<file path="config.mk">
export PLATFORM = sky130hd
export DESIGN_NAME = cbd_exec
export DESIGN_NICKNAME = d
export VERILOG_FILES = /design/src/logic/cbd_pkg.sv /design/src/logic/cbd_exec.sv
export SDC_FILE = /design/constraint.sdc
export NUM_CORES = 1
export LEC_CHECK = 0
export ABC_AREA = 1
export BUFFER_PORTS_ARGS = -buffer_cell sky130_fd_sc_hd__buf_2
export CAP_MARGIN = 20
export CORE_ASPECT_RATIO = 0.5
export CORE_MARGIN = 4
export CORE_UTILIZATION = 52
export CTS_CLUSTER_DIAMETER = 200
export DETAILED_ROUTE_END_ITERATION = 6
export GPL_ROUTABILITY_DRIVEN = 0
export PLACE_DENSITY = 0.92
export SLEW_MARGIN = 5
export SYNTH_ARGS = -nofsm -noshare
export SYNTH_HDL_FRONTEND = slang
export SYNTH_SLANG_ARGS = --single-unit
</file>
<file path="constraint.sdc">
create_clock -name sys_clk -period 2.7 [get_ports sys_clk]
set_input_delay 0.27 -clock sys_clk [delete_from_list [all_inputs] [get_ports sys_clk]]
set_output_delay 0.27 -clock sys_clk [all_outputs]
set_load 0.02 [all_outputs]
</file>
<file path="src/logic/cbd_pkg.sv">
// Package for the compare / decimal adjust / decrement execution datapath
package cbd_pkg;
  localparam logic [6:0] OPC_CMP_LT = 7'h30;    // 0110 000a
  localparam logic [5:0] OPC_DEC    = 6'h01;    // 0000 01da
  localparam logic [15:0] OPC_ADJ   = 16'h0007;
  localparam logic [7:0] IDX_LIMIT  = 8'h5F;    // 95
  localparam logic [7:0] ACC_SPLIT  = 8'h60;    // Access bank upper half starts here
  localparam logic [3:0] ACC_HI_BANK = 4'hF;
  localparam logic [3:0] BCD_MAX    = 4'h9;
  localparam logic [3:0] BCD_FIX    = 4'h6;
  localparam int DA_BIT  = 9;
  localparam int A_BIT   = 8;
  localparam int FLG_C   = 0;
  localparam int FLG_DIG = 1;
  localparam int FLG_Z   = 2;
  localparam int FLG_OVF = 3;
  localparam int FLG_N   = 4;
  localparam logic [7:0] STATUS_RST = 8'h00;
  localparam logic [7:0] ACC_RST    = 8'h00;

  typedef enum logic [1:0] {CBD_RUN, CBD_SKIP1, CBD_SKIP2} cbd_phase_t;

  typedef struct packed {
    logic       valid;      // Instruction word valid this cycle
    logic [15:0] word;      // Instruction word
    logic       next_two;   // Following fetched instruction is two words
  } cbd_instr_t;

  typedef struct packed {
    cbd_phase_t phase;
    logic [7:0] acc;
    logic [7:0] status;
    logic       fwr;
    logic [11:0] faddr;
    logic [7:0] fdata;
  } cbd_state_t;
endpackage : cbd_pkg

</file>
<file path="src/logic/cbd_exec.sv">
// Execution datapath: compare-skip-if-less, decimal adjust, decrement
// How it works
// - Compare takes 1, skip 2, two-word skip 3
// - Unsigned f<acc discards next instruction as nop
// - Compare decoded from 0110 000a ffff ffff
// - Low nibble +6 if >9 or digit carry
// - High nibble +digit carry, +6 if that sum >9 or carry, carry updated
// - Decrement to acc when d=0, else file
// - a=0 access bank, a=1 bank select
// - Extended mode, a=0, f<=95 indexed offset
// - Decrement updates carry, digit carry, negative, overflow, zero
module cbd_exec
  import cbd_pkg::*;
(
  input  wire logic               sys_clk,       // Core instruction clock
  input  wire logic               sys_rst,       // Synchronous reset, high
  input  wire cbd_pkg::cbd_instr_t instr,        // Instruction in execute
  input  wire logic [7:0]         file_rdata,    // Operand read from data memory
  input  wire logic [3:0]         bank_select_register, // Upper address bits
  input  wire logic [11:0]        index_base,    // Index pointer for offset mode
  input  wire logic               ext_set_en,    // Extended instruction set on
  output logic [11:0]             file_raddr,    // Operand address, combinational
  output logic                    file_we,       // File write strobe
  output logic [11:0]             file_waddr,    // File write address
  output logic [7:0]              file_wdata,    // File write data
  output logic [7:0]              accumulator_register, // Accumulator
  output logic [7:0]              status_flags,  // Negative, overflow, zero, digit carry, carry
  output logic                    exec_nop       // Current slot runs as a no-op
);
  import cbd_pkg::*;

  cbd_state_t s_q, s_d;

  function automatic logic [11:0] eff_addr(input logic [15:0] w, input logic [3:0] bank,
                                           input logic ext, input logic [11:0] ib);
    logic [7:0] f;
    f = w[7:0];
    if (w[A_BIT]) eff_addr = {bank, f};
    else if (ext && f <= IDX_LIMIT) eff_addr = ib + {4'h0, f};
    else if (f < ACC_SPLIT) eff_addr = {4'h0, f};
    else eff_addr = {ACC_HI_BANK, f};
  endfunction : eff_addr

  logic is_cmp, is_dec, is_adj, live;
  logic [3:0] lo, hi;
  logic       lo_fix, hi_fix;
  logic [8:0] dec_full;
  logic [7:0] dec_res;

  assign live   = instr.valid && s_q.phase == CBD_RUN;
  assign is_cmp = live && instr.word[15:9] == OPC_CMP_LT;
  assign is_dec = live && instr.word[15:10] == OPC_DEC;
  assign is_adj = live && instr.word == OPC_ADJ;
  assign file_raddr = eff_addr(instr.word, bank_select_register, ext_set_en, index_base);
  assign exec_nop = s_q.phase != CBD_RUN;

  always_comb begin
    s_d = s_q;
    s_d.fwr = 1'h0;
    lo_fix = 1'h0;
    hi_fix = 1'h0;
    lo = s_q.acc[3:0];
    hi = s_q.acc[7:4];
    dec_full = {1'h0, file_rdata} + 9'h0FF;                              // f + ~1 + 1
    dec_res = dec_full[7:0];
    unique case (s_q.phase)
      CBD_SKIP1: s_d.phase = CBD_RUN;
      CBD_SKIP2: s_d.phase = CBD_SKIP1;
      CBD_RUN: begin
        if (is_cmp && file_rdata < s_q.acc) begin
          s_d.phase = instr.next_two ? CBD_SKIP2 : CBD_SKIP1;
        end
        if (is_adj) begin
          lo_fix = s_q.acc[3:0] > BCD_MAX || s_q.status[FLG_DIG];
          lo = lo_fix ? s_q.acc[3:0] + BCD_FIX : s_q.acc[3:0];
          hi_fix = ({1'h0, s_q.acc[7:4]} + {4'h0, s_q.status[FLG_DIG]}) > {1'h0, BCD_MAX}
                   || s_q.status[FLG_C];
          // Only the flag feeds the high nibble; the low fix does not ripple
          hi = s_q.acc[7:4] + {3'h0, s_q.status[FLG_DIG]} + (hi_fix ? BCD_FIX : 4'h0);
          s_d.acc = {hi, lo};
          s_d.status[FLG_C] = hi_fix;
        end
        if (is_dec) begin
          s_d.status[FLG_C]   = dec_full[8];
          s_d.status[FLG_DIG] = file_rdata[3:0] != 4'h0;
          s_d.status[FLG_N]   = dec_res[7];
          s_d.status[FLG_OVF] = file_rdata == 8'h80;
          s_d.status[FLG_Z]  = dec_res == 8'h00;
          if (instr.word[DA_BIT]) begin
            s_d.fwr = 1'h1;
            s_d.faddr = file_raddr;
            s_d.fdata = dec_res;
          end else begin
            s_d.acc = dec_res;
          end
        end
      end
      default: s_d.phase = CBD_RUN;
    endcase
  end

  always_ff @(posedge sys_clk) begin
    if (sys_rst) begin
      s_q <= '{phase: CBD_RUN, acc: ACC_RST, status: STATUS_RST, fwr: 1'h0,
               faddr: 12'h000, fdata: 8'h00};
    end else begin
      s_q <= s_d;
    end
  end

  assign file_we = s_q.fwr;
  assign file_waddr = s_q.faddr;
  assign file_wdata = s_q.fdata;
  assign accumulator_register = s_q.acc;
  assign status_flags = s_q.status;
endmodule : cbd_exec

</file>
**Word-level counts from Yosys, hierarchy flattened**

Index checks and enable logic that the tools add are counted.

- Bits in latches: 0
- Memories kept: 0
- Output and inout bits: 50
- ROM bits: 0
- Memory bits (writable): 0
- Register bits after elaboration: 36

- Bitwise gates (word level): 2
- Eq/ne operators: 6
- Multiplexer cells: 14
- Divide/modulo/power cells: 0
- Multiply operators: 0
- Add/sub/neg operators: 6
- Shift operators: 0
- Reductions and logical operators: 17
- $lt $le $gt $ge: 5

Operator list:

| kind | number |
|---|---|
| 12-bit two-way mux | 3 |
| 8-bit two-way mux | 3 |
| 22-bit two-way mux | 1 |
| 21-bit two-way mux | 1 |
| 16-bit by 3-bit equality test with 1-bit output (second input constant) | 1 |
| 12-bit by 8-bit adder with 12-bit output | 1 |
| 8-bit by 8-bit adder with 9-bit output (second input constant) | 1 |
| 8-bit equality test (second input constant) | 1 |
| 8-bit by 7-bit less-or-equal comparator with 1-bit output (second input constant) | 1 |
| 8-bit logical NOT | 1 |
| 8-bit by 7-bit less-than comparator with 1-bit output (second input constant) | 1 |
| 8-bit less-than comparator | 1 |
| 7-bit by 6-bit equality test with 1-bit output (second input constant) | 1 |
| 6-bit by 1-bit equality test with 1-bit output (second input constant) | 1 |
| 1-bit logical AND | 6 |
| 4-bit by 1-bit adder with 5-bit output | 1 |
| 5-bit by 4-bit > comparator with 1-bit output (second input constant) | 1 |
| 4-bit by 1-bit adder with 4-bit output | 1 |
| 4-bit by 3-bit adder with 4-bit output | 1 |
| 4-bit by 3-bit adder with 4-bit output (second input constant) | 1 |
| 4-bit > comparator (second input constant) | 1 |
| 2-bit two-way mux | 2 |
| 4-bit two-way mux | 1 |
| 2-bit one-hot mux with 2 select lines | 1 |
| other kinds (12) | 16 |

**Depth between registers and ports, before layout**

- Word-level depth: 8
- Depth in mapped cells: 14

**Worst setup path before layout**

No wires, ideal clock.

- Path type: reg-to-reg
- Start point: register s_q (netlist bit accumulator_register[4])
- End point: register s_q (netlist bit accumulator_register[6])
- Data arrival time: 2001 ps
- Library setup time: 134 ps
- Data required time: 2566 ps
- Setup slack: 565 ps
- Clock period less this slack: 2135 ps
- Stages on the path, launching flop included: 12
- Buffers on the path: 0
- Cells stage by stage: dfxtp_1 -> ha_1 -> ha_1 -> o21ai_0 -> nand2_1 -> nand2_1 -> nand2_1 -> fa_1 -> xnor2_1 -> o21ai_0 -> o21ai_0 -> a21oi_1

- Word-level cells in the longest chain between the ends: 8
- Elaborated cells on any way between the ends: 9

RTL lines:

| element | RTL line | text |
|---|---|---|
| from (decl) | cbd_exec.sv:32 | `cbd_state_t s_q, s_d;` |
| from (signal assigned) | cbd_exec.sv:104 | `s_q <= '{phase: CBD_RUN, acc: ACC_RST, status: STATUS_RST, fwr: 1'h0,` |
| 4-bit by 1-bit adder with 5-bit output | cbd_exec.sv:76 | `hi_fix = ({1'h0, s_q.acc[7:4]} + {4'h0, s_q.status[FLG_DIG]}) > {1'h0, BCD_MAX}` |
| 5-bit by 4-bit > comparator with 1-bit output | cbd_exec.sv:76 |  |
| 1-bit logical OR | cbd_exec.sv:77 | `\|\| s_q.status[FLG_C];` |
| 3-bit two-way mux | cbd_exec.sv:79 | `hi = s_q.acc[7:4] + {3'h0, s_q.status[FLG_DIG]} + (hi_fix ? BCD_FIX : 4'h0);` |
| 4-bit by 3-bit adder with 4-bit output (*) | cbd_exec.sv:79 |  |
| 8-bit two-way mux (*) | cbd_exec.sv:73 | `if (is_adj) begin` |
| 8-bit two-way mux | cbd_exec.sv:89 | `if (instr.word[DA_BIT]) begin` |
| 8-bit two-way mux (*) | cbd_exec.sv:83 | `if (is_dec) begin` |

Mark *: on every way between the ends. The rest lies on a longest branch, timed or not.
A chain may end at the register's enable or synchronous reset.

**Worst setup path after layout**

- Start point: register s_q (netlist bit accumulator_register[4])
- End point: register s_q (netlist bit accumulator_register[7])

Same word-level chain as after synthesis.

==> results.sh <==
export IMPL_critical_path_endpoint="accumulator_register[7]$_SDFFE_PP0P_"
export IMPL_io_pins=95
export IMPL_finish_cell_count_without_fillers=611
export IMPL_fp_dieArea_mm2=0.00735
export IMPL_floorplan_die_width_um=117
export IMPL_post_drt_via_cell_ratio=5.34
export IMPL_synth_area_per_cell_um2=6.50
export IMPL_floorplan_initialDensity_pct=55.2
export IMPL_worst_ep_required_time_ps=2910
export IMPL_cts_root_to_sink_buffers=2
export IMPL_start_kind="flip-flop"
export IMPL_cp_cell_sequence="ha_2 -> ha_1 -> o21ai_0 -> nand2_1 -> nand2_1 -> nand2_1 -> ha_4 -> nand3_1 -> nand2_1 -> nand4_1 -> a21oi_2 -> o21ai_0 -> a21oi_1"
export IMPL_critical_path_n_buffers_inverters=0
export IMPL_io_buffers=91
export IMPL_dr_total_vias=3262
export IMPL_fin_worst_skew_ps=1.82
export IMPL_die_y_um=62.7
export IMPL_wire_per_inst_um=13.4
export IMPL_fin_setup_tns_ps=0
export IMPL_drive_gt1_share_pct=22.1
export IMPL_outcome="complete, no violations"
export IMPL_data_arrival_time_of_the_critical_path_ps=2660
export IMPL_rsz_0062_raised_after_global_routing="false"
export IMPL_rows=19
export IMPL_ys_seq_area_share_pct=23.2
export IMPL_critical_path_top_cell_by_count="sky130_fd_sc_hd__nand2_1"
export IMPL_clock_fmax_mhz=407
export IMPL_final_cell_area_mm2=0.00356
export IMPL_diodes=0
export IMPL_r2r_end="accumulator_register[7]$_SDFFE_PP0P_"
export IMPL_timing_rr_start="accumulator_register[4]$_SDFFE_PP0P_"
export IMPL_post_route_min_period_ps=2460
export IMPL_critical_path_startpoint="accumulator_register[4]$_SDFFE_PP0P_"
export IMPL_clock_latency_ps=280
export IMPL_grt_use_total_pct=21.2
export IMPL_place_inst=603
export IMPL_rr_worst_depth=13
export IMPL_post_cts_buffers=0
export IMPL_grt_antenna_before_repair=0
export IMPL_critical_path_max_fanout=5
export IMPL_timing_worst_setup_path_type="flip-flop to flip-flop"
export IMPL_regToRegSetupSlack_ps=240
export IMPL_drc_errors=0
export IMPL_largest_net_degree_at_the_start_of_global_routing=26
export IMPL_p_total_uw=1530
export IMPL_holdCritPathClass="input port to flip-flop"
export IMPL_cp_end_kind="flip-flop"
export IMPL_worst_path_stages=13
export IMPL_setup_viol=0
export IMPL_wire_length_of_the_first_global_routing_pass_um=13100
export IMPL_tritoncts_num_sinks=36
export IMPL_hold_buffers=0
export IMPL_placed_area_mm2=0.00336
export IMPL_fin_hold_ws_ps=249
export IMPL_gr_total_overflow=0
export IMPL_power_per_cell_area_mw_per_mm2=429
export IMPL_maxCapViolations=0
export IMPL_cts_buffers=5
export IMPL_cts_root_buf="sky130_fd_sc_hd__clkbuf_16"
export IMPL_core_area_mm2=0.00563
export IMPL_syn2layout_area_growth_pct=14.7
export IMPL_synth_cell_type_count=40
export IMPL_critPathSlowestCell="sky130_fd_sc_hd__dfxtp_2"
export IMPL_synthesis_yosys_warnings=0
export IMPL_clk_pin_slew_worst_paths_ps=60
export IMPL_power_leakage_uw=0.00191
export IMPL_report_final_hold_viol_count=0
export IMPL_ir_drop_uv=221
export IMPL_slew_violations=0
export IMPL_ant_nets=0
export IMPL_cp_top_family="adder cells"
export IMPL_synthesis_instances=478
export IMPL_crit_path_max_incr_delay_ps=370
export IMPL_detailedPlacementHpwl_um=6310
export IMPL_clock_tree_htree_level_count=2
export IMPL_routed_wl_um=8190
export IMPL_detail_route_first_pass_iterations=4
export IMPL_post_synth_instance_area_mm2=0.00311
export IMPL_number_of_global_route_vias_before_repair=2964
export IMPL_cts_tree="done"
export IMPL_drtIter0Drc=221
export IMPL_ys_ff_latch=36
export IMPL_fin_nets=607
export IMPL_period_share_pct=91.0
-- metrics by stage --
stage	setup slack (ps)	utilization [%]
after floorplan	565	-
after global placement	497	59.6
after detailed placement	303	59.6
after CTS	121	62.9
after global routing	29.4	63.2
final	244	63.2
-- state kept, by name (all words and copies together) (netlist names) --
name	cells
file_waddr	12
accumulator_register	8
file_wdata	8
status_flags	5
s_q	2
file_we	1
-- power by group --
part	total [uW]	leakage (uW)	internal, uW	switching [uW]
Sequential	535	0.000290	533	1.61
Combinational	290	0.00153	103	187
Clock	702	0.0000901	486	216
-- layout make-up --
type / instances / area, um2
inverters: 63 / 236
repair buffers: 92 / 463
fillers: 509 / 2070
flip-flops and latches: 36 / 722
clock buffers: 7 / 153
multi-input cells: 339 / 1870
clock inverters: 1 / 30.0
well taps: 73 / 91.3
-- per-layer routing --
metal / track usage, % / wire length (um) / vias to the layer above
met3: 4.34 / 760 / 15
met5: 0 / 0 / -
met1: 26.3 / 3540 / 1460
li1: - / - / 1633
met2: 37.6 / 3780 / 154
met4: 5.85 / 110 / 0
-- logic make-up (layout without fill, tap and decap cells) --
family / Yosys count / in the layout / synth area share [%]
compound gates: 81 / 81 / 14.3
xor+xnor: 11 / 11 / 3.10
fa+ha+maj: 25 / 25 / 10.5
buf+inv: 105 / 163 / 17.6
flops: 36 / 36 / 23.2
other cells: 1 / 3 / 0.121
simple gates: 219 / 219 / 31.2
-- cell usage after synthesis, drive strengths merged --
cell	number	share of area [%]
nor4	1	0.20
or2	1	0.20
buf	40	9.7
nand3b	1	0.24
clkinv	1	0.12
nor3	3	0.64
and3	1	0.20
a21oi	33	5.3
nand4	11	2.2
conb	1	0.12
o31ai	1	0.24
nand2	104	13
fa	2	1.3
a21o	1	0.24
clkbuf	2	0.24
o21a	1	0.24
o21bai	1	0.24
nor2	59	8.4
dfxtp	36	23
o21ai	35	5.6
inv	62	7.5
xor2	4	1.1
nand3	38	6.3
ha	23	9.3
a31oi	4	0.81
a21boi	1	0.24
xnor2	7	2.0
a211oi	4	1.3
-- how the worst min path moves through the flow --
stage | startpoint | end | slack, ps | depth (start not counted)
floorplan | file_rdata[0] | file_wdata[0]$_SDFFE_PP0P_ | 370 | 1
global placement | status_flags[3]$_SDFFE_PP0P_ | status_flags[3]$_SDFFE_PP0P_ | 460 | 2
detailed placement | status_flags[3]$_SDFFE_PP0P_ | status_flags[3]$_SDFFE_PP0P_ | 460 | 2
CTS | file_rdata[0] | accumulator_register[0]$_SDFFE_PP0P_ | 250 | 2
global route | instr[0] | s_q[38]$_SDFFE_PP0P_ | 260 | 3
finish | file_rdata[0] | accumulator_register[0]$_SDFFE_PP0P_ | 250 | 2
-- timing repair --
item,in CTS,in global routing
hold endpoints to repair,0,0
gates resized for setup,0,4
setup endpoints to repair,0,1
-- cell usage in the layout, fill, tap and decap left out, drive strengths merged --
cell	count
fa	2
conb	3
o21bai	1
nand2	104
a21o	1
and3	1
xor2	4
o21ai	35
buf	92
nor4	1
clkinv	1
bufinv	1
nand3b	1
a21boi	1
nor3	3
ha	23
inv	62
clkbuf	7
or2	1
nand3	38
nor2	59
a31oi	4
dfxtp	36
a211oi	4
o31ai	1
a21oi	33
o21a	1
xnor2	7
nand4	11
Power figures use the tool's default switching activity.
